`src/rtl/pefr_pkg.sv`:
```
package pefr_pkg;
  // ==========================================================
  // Widths and types
  localparam int ADDR_W     = 8;
  localparam int DATA_W     = 8;
  localparam int MEAS_W     = 12;
  localparam int CHG_STAT_W = 2;
  localparam int NUM_COMP   = 3;

  typedef logic [ADDR_W-1:0]     pefr_addr_t;
  typedef logic [DATA_W-1:0]     pefr_data_t;
  typedef logic [MEAS_W-1:0]     pefr_meas_t;
  typedef logic [CHG_STAT_W-1:0] pefr_chg_t;

  // ==========================================================
  // Register map
  localparam pefr_addr_t FLAGS_ONE_ADDR = 8'h05;
  localparam pefr_addr_t FLAGS_TWO_ADDR = 8'h06;
  localparam pefr_data_t FLAGS_RESET    = 8'h00;
  localparam pefr_data_t UNMAPPED_DATA  = 8'h00;

  // ==========================================================
  // Field positions, first flag register
  localparam int F1_THERMAL_REG  = 7;
  localparam int F1_SAFETY_TMO   = 6;
  localparam int F1_WAKE_A       = 5;
  localparam int F1_WAKE_B       = 4;
  localparam int F1_ADC_DONE     = 3;
  localparam int F1_THRESHOLD_A  = 2;
  localparam int F1_THRESHOLD_B  = 1;
  localparam int F1_THRESHOLD_C  = 0;

  // ==========================================================
  // Field positions, second flag register
  localparam int F2_CHARGE_STATE = 7;
  localparam int F2_SEQ_GOOD     = 6;
  localparam int F2_STEPDOWN_NG  = 5;
  localparam int F2_UPDOWN_NG    = 4;
  localparam int F2_REG_A_NG     = 3;
  localparam int F2_REG_B_NG     = 2;
  localparam int F2_INPUT_GOOD   = 1;
  localparam int F2_INPUT_OVP    = 0;
endpackage : pefr_pkg

```
`src/rtl/pefr_flag_if.sv`:
```
`timescale 1ns/10ps
interface pefr_flag_if;
  import pefr_pkg::*;
  pefr_data_t setVec;   // Event strobes, one per bit
  logic       clearRd;  // Clearing read of this register
  pefr_data_t flags;    // Sticky flag state

  modport owner (input setVec, input clearRd, output flags);
  modport user  (output setVec, output clearRd, input flags);
endinterface : pefr_flag_if

```
`src/rtl/pefr_flag_reg.sv`:
```
`timescale 1ns/10ps
module pefr_flag_reg (
  input wire logic   clk,
  input wire logic   rst,
  pefr_flag_if.owner flagPort
);
  import pefr_pkg::*;

  pefr_data_t flags;
  pefr_data_t next_flags;

  // Set wins over the clearing read so no event falls in the gap
  always_comb begin
    next_flags = flags;
    if (flagPort.clearRd) begin
      next_flags = FLAGS_RESET;
    end
    next_flags = next_flags | flagPort.setVec;
  end

  // Flags return to zero at reset
  always_ff @(posedge clk or posedge rst) begin
    if (rst) begin
      flags <= FLAGS_RESET;
    end else begin
      flags <= next_flags;
    end
  end

  assign flagPort.flags = flags;
endmodule : pefr_flag_reg

```
`src/rtl/pefr_change_det.sv`:
```
`timescale 1ns/10ps
module pefr_change_det #(
  parameter int W = 1
) (
  input wire logic         clk,
  input wire logic         rst,
  input wire logic [W-1:0] value,
  output logic             changed,
  output logic             fell
);
  logic [W-1:0] prevValue;
  logic [W-1:0] next_prevValue;
  logic         primed;
  logic         next_primed;

  // First cycle after reset only learns the value; the level a rail
  // settles at during reset is no change and must not raise a flag
  always_comb begin
    next_prevValue = value;
    next_primed    = 1'b1;
  end

  always_ff @(posedge clk or posedge rst) begin
    if (rst) begin
      prevValue <= '0;
      primed    <= 1'b0;
    end else begin
      prevValue <= next_prevValue;
      primed    <= next_primed;
    end
  end

  // Fell is only meaningful for single-bit levels (bit 0 watched)
  assign changed = primed && (value != prevValue);
  assign fell    = primed && prevValue[0] && !value[0];
endmodule : pefr_change_det

```
`src/rtl/pefr_event_flags.sv`:
```
`timescale 1ns/10ps
// Notes on behaviour
// - Register at 0x05, eight bits, resets zero, read-only, read clears it.
// - Register at 0x06, eight bits, resets zero, read-only, read clears it.
// - Bit 7 of 0x05 sets on thermal regulation, holds until read.
// - Bit 6 of 0x05 sets when the safety timer expires; read clears.
// - Bit 5 of 0x05 sets when wake timer A condition is met.
// - Bit 4 of 0x05 sets when wake timer B condition is met.
// - Bit 3 of 0x05 sets on conversion done, one-shot mode only.
// - Bits 2..0 of 0x05 set on threshold crossing in chosen direction.
// - Bit 7 of 0x06 sets whenever the charge status field changes.
// - Bit 6 of 0x06 sets on any sequence power-good change.
// - Bit 5 of 0x06 sets on a step-down power-not-good event.
// - Bit 4 of 0x06 sets on a buck-boost power-not-good event.
// - Bit 3 of 0x06 sets on a regulator A power-not-good event.
// - Bit 2 of 0x06 sets on a regulator B power-not-good event.
// - Bit 1 of 0x06 sets on any input power-good change.
// - Bit 0 of 0x06 sets on input overvoltage fault.
module pefr_event_flags (
  input  wire logic                clk,
  input  wire logic                rst,
  // Register read port from the serial control bus front end
  input  wire logic                regRead,
  input  wire pefr_pkg::pefr_addr_t regAddr,
  output logic                     regRvalid,
  output pefr_pkg::pefr_data_t     regRdata,
  // Flag state for the interrupt logic elsewhere in the device
  output pefr_pkg::pefr_data_t     eventFlagsOne,
  output pefr_pkg::pefr_data_t     eventFlagsTwo,
  // Charger and timer events
  input  wire logic                thermalRegulationActive,
  input  wire logic                safetyTimerExpired,
  input  wire logic                wakeTimerAMet,
  input  wire logic                wakeTimerBMet,
  // Converter completion and mode
  input  wire logic                adcDone,
  input  wire logic                adcOneShotMode,
  // Threshold comparators: fresh sample strobe, samples, limits, sense
  input  wire logic                measValid,
  input  wire pefr_pkg::pefr_meas_t thresholdAMeas,
  input  wire pefr_pkg::pefr_meas_t thresholdBMeas,
  input  wire pefr_pkg::pefr_meas_t thresholdCMeas,
  input  wire pefr_pkg::pefr_meas_t thresholdALimit,
  input  wire pefr_pkg::pefr_meas_t thresholdBLimit,
  input  wire pefr_pkg::pefr_meas_t thresholdCLimit,
  input  wire logic                thresholdADirection,
  input  wire logic                thresholdBDirection,
  input  wire logic                thresholdCDirection,
  // Status levels of the charger, rails and input
  input  wire pefr_pkg::pefr_chg_t chargeStatus,
  input  wire logic                sequenceGood,
  // Rail and input good levels, 1 = good; input overvoltage, 1 = fault
  input  wire logic                stepdownGood,
  input  wire logic                updownGood,
  input  wire logic                regulatorAGood,
  input  wire logic                regulatorBGood,
  input  wire logic                inputGood,
  input  wire logic                inputOvervoltage
);
  import pefr_pkg::*;

  // ==========================================================
  // Flag registers
  // One carrier per register: event strobes in, sticky state out
  pefr_flag_if flagsOne ();
  pefr_flag_if flagsTwo ();

  // First register, offset 0x05: charger, timer and converter events
  pefr_flag_reg u_flagsOne (
    .clk      (clk),
    .rst      (rst),
    .flagPort (flagsOne.owner)
  );

  // Second register, offset 0x06: charge state, rails and input
  pefr_flag_reg u_flagsTwo (
    .clk      (clk),
    .rst      (rst),
    .flagPort (flagsTwo.owner)
  );

  // Flag state leaves straight from the flag flops, with no extra
  // stage, so the interrupt logic sees the same value a read returns
  assign eventFlagsOne = flagsOne.flags;
  assign eventFlagsTwo = flagsTwo.flags;

  // ==========================================================
  // Threshold comparators
  // Per-comparator sample, limit and sense, indexed A to C
  pefr_meas_t              compMeas  [NUM_COMP];
  pefr_meas_t              compLimit [NUM_COMP];
  logic [NUM_COMP-1:0]     compAbove;
  logic [NUM_COMP-1:0]     compMet;

  // Edge tracking: last met state and the crossing strobe
  logic [NUM_COMP-1:0]     compPrevMet;
  logic [NUM_COMP-1:0]     next_compPrevMet;
  logic [NUM_COMP-1:0]     compCross;

  // Index 0 is comparator A, which lands on the highest flag bit
  assign compMeas[0]  = thresholdAMeas;
  assign compMeas[1]  = thresholdBMeas;
  assign compMeas[2]  = thresholdCMeas;

  // Limits come from the threshold settings elsewhere in the device
  assign compLimit[0] = thresholdALimit;
  assign compLimit[1] = thresholdBLimit;
  assign compLimit[2] = thresholdCLimit;

  // Direction bits: 1 = above the limit, 0 = below it
  assign compAbove    = {thresholdCDirection, thresholdBDirection,
                         thresholdADirection};

  // Direction bit picks above or below; only the edge into the met
  // condition counts, so a sample that stays past the limit does not
  // refill the flag after every read
  genvar gi;
  generate
    for (gi = 0; gi < NUM_COMP; gi++) begin : g_comp
      assign compMet[gi] = compAbove[gi] ?
                           (compMeas[gi] > compLimit[gi]) :
                           (compMeas[gi] < compLimit[gi]);
      assign compCross[gi] = measValid && compMet[gi] &&
                             !compPrevMet[gi];
    end
  endgenerate

  // Last met state is only advanced on a fresh sample
  always_comb begin
    next_compPrevMet = compPrevMet;
    if (measValid) begin
      next_compPrevMet = compMet;
    end
  end

  // Reset state counts as not met, so a first sample already past
  // the limit raises the flag
  always_ff @(posedge clk or posedge rst) begin
    if (rst) begin
      compPrevMet <= '0;
    end else begin
      compPrevMet <= next_compPrevMet;
    end
  end

  // ==========================================================
  // Status change detection
  // Either-direction changes of status levels
  logic chargeChanged;
  logic seqChanged;
  logic inputChanged;

  // Falls of the rail good levels
  logic stepdownFell;
  logic updownFell;
  logic regAFell;
  logic regBFell;

  // Charge state is a two-bit field; any step between codes counts
  pefr_change_det #(.W(CHG_STAT_W)) u_chargeDet (
    .clk     (clk),
    .rst     (rst),
    .value   (chargeStatus),
    .changed (chargeChanged),
    .fell    ()
  );

  // Sequence good: a change in either direction counts
  pefr_change_det #(.W(1)) u_seqDet (
    .clk     (clk),
    .rst     (rst),
    .value   (sequenceGood),
    .changed (seqChanged),
    .fell    ()
  );

  // Input good: a change in either direction counts
  pefr_change_det #(.W(1)) u_inputDet (
    .clk     (clk),
    .rst     (rst),
    .value   (inputGood),
    .changed (inputChanged),
    .fell    ()
  );

  // A not-good event is the good level dropping away; the climb
  // back to good raises nothing
  pefr_change_det #(.W(1)) u_stepdownDet (
    .clk     (clk),
    .rst     (rst),
    .value   (stepdownGood),
    .changed (),
    .fell    (stepdownFell)
  );

  // Up-down converter rail
  pefr_change_det #(.W(1)) u_updownDet (
    .clk     (clk),
    .rst     (rst),
    .value   (updownGood),
    .changed (),
    .fell    (updownFell)
  );

  // Regulator A rail
  pefr_change_det #(.W(1)) u_regADet (
    .clk     (clk),
    .rst     (rst),
    .value   (regulatorAGood),
    .changed (),
    .fell    (regAFell)
  );

  // Regulator B rail
  pefr_change_det #(.W(1)) u_regBDet (
    .clk     (clk),
    .rst     (rst),
    .value   (regulatorBGood),
    .changed (),
    .fell    (regBFell)
  );

  // ==========================================================
  // Conversion done gate
  logic adcDoneOneShot;

  // Continuous mode finishes conversions too, but only a one-shot
  // conversion is reported
  assign adcDoneOneShot = adcDone && adcOneShotMode;

  // ==========================================================
  // Event strobes into the flag registers
  // Level sources (thermal regulation, overvoltage) keep refilling
  // while active, so a read during the condition reads back set again
  // First register: charger, timer and converter strobes
  always_comb begin
    flagsOne.setVec = FLAGS_RESET;
    flagsOne.setVec[F1_THERMAL_REG] = thermalRegulationActive;
    flagsOne.setVec[F1_SAFETY_TMO]  = safetyTimerExpired;
    flagsOne.setVec[F1_WAKE_A]      = wakeTimerAMet;
    flagsOne.setVec[F1_WAKE_B]      = wakeTimerBMet;
    flagsOne.setVec[F1_ADC_DONE]    = adcDoneOneShot;
    flagsOne.setVec[F1_THRESHOLD_A] = compCross[0];
    flagsOne.setVec[F1_THRESHOLD_B] = compCross[1];
    flagsOne.setVec[F1_THRESHOLD_C] = compCross[2];
  end

  // Second register: charge state, rail and input strobes
  always_comb begin
    flagsTwo.setVec = FLAGS_RESET;
    flagsTwo.setVec[F2_CHARGE_STATE] = chargeChanged;
    flagsTwo.setVec[F2_SEQ_GOOD]     = seqChanged;
    flagsTwo.setVec[F2_STEPDOWN_NG]  = stepdownFell;
    flagsTwo.setVec[F2_UPDOWN_NG]    = updownFell;
    flagsTwo.setVec[F2_REG_A_NG]     = regAFell;
    flagsTwo.setVec[F2_REG_B_NG]     = regBFell;
    flagsTwo.setVec[F2_INPUT_GOOD]   = inputChanged;
    flagsTwo.setVec[F2_INPUT_OVP]    = inputOvervoltage;
  end

  // ==========================================================
  // Read port
  // Address hits, one compare per register
  logic       hitOne;
  logic       hitTwo;

  // Next answer, registered below
  logic       next_regRvalid;
  pefr_data_t next_regRdata;

  assign hitOne = regRead && (regAddr == FLAGS_ONE_ADDR);
  assign hitTwo = regRead && (regAddr == FLAGS_TWO_ADDR);

  // Clear lands on the same edge that captures the data, so the host
  // sees exactly what it clears
  assign flagsOne.clearRd = hitOne;
  assign flagsTwo.clearRd = hitTwo;

  // Unmapped reads answer zero; no write path exists at all, and an
  // unmapped read clears nothing
  always_comb begin
    next_regRvalid = regRead;
    next_regRdata  = UNMAPPED_DATA;
    if (hitOne) begin
      next_regRdata = flagsOne.flags;
    end else if (hitTwo) begin
      next_regRdata = flagsTwo.flags;
    end
  end

  // Fixed latency: the answer comes one edge after the request
  always_ff @(posedge clk or posedge rst) begin
    if (rst) begin
      regRvalid <= 1'b0;
      regRdata  <= UNMAPPED_DATA;
    end else begin
      regRvalid <= next_regRvalid;
      regRdata  <= next_regRdata;
    end
  end
endmodule : pefr_event_flags

```
`config.mk`:
```
export PLATFORM = sky130hd
export DESIGN_NAME = pefr_event_flags
export DESIGN_NICKNAME = d
export VERILOG_FILES = /design/src/rtl/pefr_pkg.sv /design/src/rtl/pefr_flag_if.sv /design/src/rtl/pefr_flag_reg.sv /design/src/rtl/pefr_change_det.sv /design/src/rtl/pefr_event_flags.sv
export SDC_FILE = /design/constraint.sdc
export NUM_CORES = 1
export LEC_CHECK = 0
export ABC_AREA = 1
export BUFFER_PORTS_ARGS = -buffer_cell sky130_fd_sc_hd__buf_4
export CAP_MARGIN = 20
export CORE_AREA = 2 2 77 79
export CTS_CLUSTER_SIZE = 20
export DETAILED_ROUTE_END_ITERATION = 8
export DIE_AREA = 0 0 79 81
export GPL_TIMING_DRIVEN = 0
export PLACE_DENSITY = 0.78
export SYNTH_ARGS = -nofsm -noshare
export SYNTH_HDL_FRONTEND = slang
export SYNTH_SLANG_ARGS = --single-unit
```
`constraint.sdc`:
```
create_clock -name clk -period 1.2 [get_ports clk]
set_input_delay 0.06 -clock clk [delete_from_list [all_inputs] [get_ports clk]]
set_output_delay 0.06 -clock clk [all_outputs]
set_load 0.005 [all_outputs]
```
## Word level (Yosys, flattened, before mapping)

Index checks and enable logic that the tools add are counted.

| word-level totals | value |
|---|---|
| bits in registers | 37 |
| bits in latches | 0 |
| bits in writable memories | 0 |
| memory bits (read-only) | 0 |
| input port bits | 102 |
| output and inout bits | 25 |
| word-level logic and storage cells | 60 |
| memories kept | 0 |

| cells by class | value |
|---|---|
| add/subtract/negate cells | 0 |
| multiply operators | 0 |
| div/mod/pow operators | 0 |
| order comparisons | 6 |
| equal/unequal tests | 5 |
| shift-type cells | 0 |
| mux-type cells | 7 |
| bitwise gates (word level) | 2 |
| reductions and logical operators | 27 |

Operators with widths:

| operator | number |
|---|---|
| $gt A12 B12 Y1 | 3 |
| $lt A12 B12 Y1 | 3 |
| $mux W8 | 4 |
| $logic_and A1 B1 Y1 | 20 |
| $eq A8 B3 Y1 const B | 2 |
| $or A8 B8 Y8 | 2 |
| $logic_not A1 Y1 | 7 |
| $mux W1 | 3 |
| $ne A1 B1 Y1 | 2 |
| $ne A2 B2 Y1 | 1 |

## Longest topological paths before layout

| logic depth | value |
|---|---|
| word-level depth | 5 |
| mapped depth | 12 |
| gate-level depth less buffers | 12 |

## Modules after synthesis

A second synthesis with hierarchy kept.

| unflattened totals | value |
|---|---|
| cell total of the unflattened synthesis | 400 |
| area total of the unflattened synthesis | 2944.1 um^2 |

Modules (own cells, without submodules):

| module | instances | cells an instance | area each (um^2) | sequential area each (um^2) |
|---|---|---|---|---|
| pefr_event_flags | 1 | 241 | 1665.3 | 300.3 |
| pefr_flag_reg | 2 | 34 | 297.8 | 200.2 |
| pefr_change_det at u_inputDet ... | 6 | 12 | 91.3 | 50.0 |
| pefr_change_det at u_chargeDet | 1 | 19 | 135.1 | 75.1 |

## Worst setup path after synthesis

No wires, ideal clock.

| timing path | value |
|---|---|
| kind | input to register |
| from | in thresholdBLimit[11] |
| to | reg compPrevMet[1] |
| setup time | 123 ps |
| arrival time | 933 ps |
| required time | 1077 ps |
| slack | 144 ps |
| stages on the path | 11 |
| path buffers | 0 |
| cells stage by stage | inv_1 -> ha_1 -> nand2_2 -> inv_2 -> nand2_2 -> nor2_2 -> inv_1 -> o21ai_2 -> nand2_1 -> nand3_1 -> o21ai_1 |

| on the way | value |
|---|---|
| longest elaborated chain between the ends | 2 |
| elaborated cells on any way between the ends | 3 |
| those cells by class | order compare: 2; mux: 1 |

Ends and longest elaborated chain:

| what | RTL line | source |
|---|---|---|
| start: declaration | pefr_event_flags.sv:44 | `input wire pefr_pkg::pefr_meas_t thresholdBLimit,` |
| $lt A12 B12 Y1 or $gt A12 B12 Y1 (tied branches) | pefr_event_flags.sv:122, pefr_event_flags.sv:121 |  |
| $mux W1 * | pefr_event_flags.sv:120 | `assign compMet[gi] = compAbove[gi] ?` |
| end signal: assignment | pefr_event_flags.sv:142 | `compPrevMet <= next_compPrevMet;` |
| end: declaration | pefr_event_flags.sv:96 | `logic [NUM_COMP-1:0] compPrevMet;` |

Every way passes the cells marked *; elsewhere a longest branch is shown, timed or not.
A chain may end at the register's enable or synchronous reset.

## Worst setup path after layout

| timing path | value |
|---|---|
| from | in regRead |
| to | reg u_flagsTwo.flags[1], in the netlist u_flagsTwo.flagPort.flags[1] |

| on the way | value |
|---|---|
| longest elaborated chain between the ends | 3 |

Ends and longest elaborated chain:

| what | RTL line | source |
|---|---|---|
| start: declaration | pefr_event_flags.sv:23 | `input wire logic regRead,` |
| $logic_and A1 B1 Y1 | pefr_event_flags.sv:272 | `assign hitTwo = regRead && (regAddr == FLAGS_TWO_ADDR);` |
| $mux W8 | pefr_flag_reg.sv:15 | `if (flagPort.clearRd) begin` |
| $or A8 B8 Y8 | pefr_flag_reg.sv:18 | `next_flags = next_flags \| flagPort.setVec;` |
| net u_flagsTwo.next_flags[1] | pefr_flag_reg.sv:10 | `pefr_data_t next_flags;` |
| end signal: assignment | pefr_flag_reg.sv:26 | `flags <= next_flags;` |
| end: declaration | pefr_flag_reg.sv:9 | `pefr_data_t flags;` |

The timed path passes the listed nets, and every way through them passes these cells.

==> PnR_summary.wiki <==
{| class="wikitable"
! Metric !! Value
|-
| Terminating pin of the worst hold path || u_flagsOne.flagPort.flags[3]
|-
| Actual transition at the worst max-transition pin || ~0.7 ns
|-
| Part of the Yosys area used for sequential elements || approximately 37%
|-
| Die H || between 80 and 90 um
|-
| Yosys synthesis warning count || 0
|-
| Outcome || finished, final reports clean
|-
| Total wire length after detailed routing || a little over 6000 um
|-
| Remaining DRCs || 0
|-
| Worst hold path startpoint || adcOneShotMode
|-
| CP max FO || 9
|-
| Final Hold Fails || 0
|-
| Area of the placeable core || 0.00568 mm2
|-
| Setup Skew || 0.00606 ns
|-
| Setup repair after global routing missed its margin || false
|-
| Num ports || 127
|-
| Max incr delay on CP || between 0.5 and 0.6 ns
|-
| Placed inst area || 0.00354 mm2
|-
| Achievable clock frequency || roughly 870 MHz
|-
| Initial antenna violation count || 0
|-
| Clock transition at the register clock pins on the worst setup and hold paths after CTS || approximately 0.07 ns
|-
| Number of max-cap violations || 0
|-
| Routed vias/inst || roughly 4.6
|-
| Worst hold slack after final layout || between 0.015 and 0.02 ns
|-
| Period minus WS final || roughly 1.1 ns
|-
| Post-detailed-route wirelength per cell || about 11 um
|-
| Violation count after the first detailed-route iteration || 61
|-
| Via count of the first global-routing pass || 2431
|-
| Final Cycle Share || ~95%
|-
| Via count of the routed design || between 2000 and 2500
|-
| Slowest cell on the critical path || dlygate4sd3_1
|-
| Worst r2r src || u_stepdownDet.primed
|-
| Effective utilization at floorplan || between 40% and 50%
|-
| Setup bufs post-CTS || 0
|-
| Post-synthesis instance total || roughly 310
|-
| Hold Crit Class || in2reg
|-
| Clock tree from TritonCTS || built
|-
| Arrival time reported for the critical path endpoint || 1.34 ns
|-
| Crit start category || input port
|-
| Endpoint kind of the worst setup timing path || register
|-
| Clock buffers created by TritonCTS || 5
|-
| Max Root-Sink Buffers || 2
|-
| Cells on Worst Hold Path || 3
|-
| N_diodes || 0
|-
| Post-Synthesis Net Count || roughly 450
|-
| Library cell with the largest summed area after synthesis || dfrtp_1
|-
| IR drop worst, VDD || 0.594 mV
|-
| Skew-Pair Late Insertion Delay || roughly 0.28 ns
|-
| FF-to-FF path depth || 2
|-
| Final Util || 66.6%
|-
| Portion of synthesized cell area occupied by the leading cell type || roughly 37%
|-
| CTS H-tree depth || 2
|-
| Cell Rows || 28
|-
| Average cell area after synthesis || 8.09 um2
|-
| Total clock sinks || 37
|-
| Total buffers and inverters traversed by the critical path || 3
|-
| Power per cell area || roughly 760 mW/mm2
|-
| PnR Total Power || ~2.9 mW
|-
| Worst R2R Setup Slack || around 0.26 ns
|-
| Number of cells in the design after placement || 508
|-
| First-pass GRT wire length || 9960 um
|-
| Pin count of the biggest net entering global routing || 23
|-
| Number of port buffers || around 130
|-
| Proportion of layout cells with a drive suffix above 1 || 36.6%
|-
| Count of unique library cells instantiated by Yosys || 25
|-
| Weighted congestion at the end of routability-driven global placement || around 0.72
|-
| Total non-filler cell area in the finished layout || around 0.0038 mm2
|-
| Total Routing Usage GR || ~20%
|-
| # fillers || 475
|-
| Flip-flop and latch count after synthesis || 37
|-
| Detailed placer's ending HPWL || 4950 um
|-
| Type of the worst setup path || in2reg
|-
| Top cells by area, synth || dfrtp_1 (37%), ha_1 (18%), inv_1 (12%)
|-
| P_leak || ~2.3 nW
|-
| Count of final setup violators || 0
|-
| Final number of max-transition violations || 0
|-
| Total Die Area || between 0.006 and 0.007 mm2
|-
| Data required, critical path || ~1.4 ns
|-
| Filler-free cell count of the finished design || between 500 and 600
|-
| Cell at the root of the clock tree || clkbuf_8
|-
| R2R Path End || u_flagsTwo.flagPort.flags[1]
|-
| Worst max-slew margin expressed relative to the limit || around 54%
|-
| Cell family with most CP delay || buffers and inverters
|-
| Cell-by-cell trace of the critical path || dlygate4sd3_1 -> buf_4 -> and3b_2 -> nand2_4 -> inv_4 -> o22ai_1
|-
| Router iterations before antenna repair || 4
|-
| Die X-Extent || 79 um
|-
| Netlist area before placement || roughly 0.0025 mm2
|-
| Count of nets after finishing || just under 600
|-
| Area grow syn2layout || 52.2%
|-
| Global route overflow || 0
|-
| Number of nets still failing antenna checks after routing || 0
|}
## metal layers
metal | global-route usage, % | part of all wire (%)
met3 | 5.11 | 7.9
met4 | 7.41 | 1.6
met2 | 36.9 | 51
met5 | 0 | 0
met1 | 20.7 | 40
## layout by cell type, fill, tap and decap left out, drive strengths merged, types with 3 or more instances in the layout
master,n
o21ai,14
a21o,3
inv,85
a21oi,9
dlygate4sd3,15
o22ai,11
nor2,12
nand4,9
nand3,9
ha,36
buf,127
dfrtp,37
nand2,71
clkbuf,5
o21bai,5
## stage by stage
step | setup TNS (ns) | setup WS [ns]
floorplan | 0 | 0.144
global placement | -6.29 | -0.168
detailed placement | -0.202 | -0.0540
CTS | 0 | 0.0484
global route | 0 | 0.0125
finish | 0 | 0.0545
## worst reg2reg max path, stage by stage, from the launching register on
cell	delay, ns
dfrtp_1	0.50
o21ai_0	0.16
o22ai_1	0.20
## synth_stat cells
| library cell | number |
|---|---|
| o21ai_0 | 3 |
| nand2_1 | 59 |
| inv_2 | 6 |
| nor3_4 | 1 |
| nand3_1 | 9 |
| dfrtp_1 | 37 |
| xor2_1 | 2 |
| nand2_2 | 10 |
| buf_2 | 1 |
| inv_1 | 77 |
| a21o_1 | 3 |
| inv_4 | 1 |
| nand2_4 | 2 |
| o21bai_1 | 5 |
| nor2_2 | 4 |
| inv_6 | 1 |
| conb_1 | 1 |
| nor2_1 | 8 |
| nand4_1 | 9 |
| ha_1 | 36 |
| o21ai_1 | 5 |
| o21ai_2 | 6 |
| a21oi_1 | 9 |
| o22ai_1 | 11 |
| and3b_1 | 1 |
## kinds of logic after synthesis
kind of cell	share of synthesized area [%]
and+or+nand+nor	19.6
other	0.151
xor gates and xnor gates	0.705
AOI/OAI and AO/OA	10.7
adders and majority gates	18.1
buffers and inverters	13.4
DFF	37.3
## cell type report
cell class / instances / area, um2 / share of cell area [%]
clock buffer: 5 / 68.8 / 1.82
clock inverter: 3 / 17.5 / 0.463
timing repair buffer: 141 / 1120 / 29.5
inverter: 85 / 327 / 8.64
sequential: 37 / 926 / 24.5
multi-input combinational: 184 / 1230 / 32.5
buffer: 1 / 5.00 / 0.132
tap: 75 / 93.8 / 2.48
## worst max path at each step
stage / startpoint / to / cells past startpoint
2_1_floorplan: thresholdBLimit[11] / compPrevMet[1] / 11
3_3_place_gp: rst / regRvalid / 2
3_5_place_dp: thresholdBMeas[11] / compPrevMet[1] / 11
4_1_cts: regRead / u_flagsTwo.flagPort.flags[1] / 6
5_1_grt: regRead / u_flagsTwo.flagPort.flags[1] / 6
6_report: regRead / u_flagsTwo.flagPort.flags[1] / 6
## power breakdown
part | switching (mW) | internal (mW) | total, mW | leakage [nW]
clock network | 0.427 | 0.400 | 0.827 | 0.0439
registers | 0.0182 | 1.28 | 1.30 | 0.405
logic | 0.327 | 0.427 | 0.754 | 1.82
total | 0.772 | 2.11 | 2.88 | 2.27
## registers in the layout, summed over array words and instances (netlist names), 2 cells and up
signal	cells
compPrevMet	3
regRdata	8
u_flagsTwo.flagPort.flags	8
u_chargeDet.prevValue	2
u_flagsOne.flagPort.flags	8
## repair_timing
action / in CTS / in global routing
endpoints found under the setup margin: 0 / 1
hold endpoints to repair: 33 / 0
resized for setup: 0 / 1
hold buffers: 15 / 0
No activity file was read; power rests on OpenSTA's default activity.
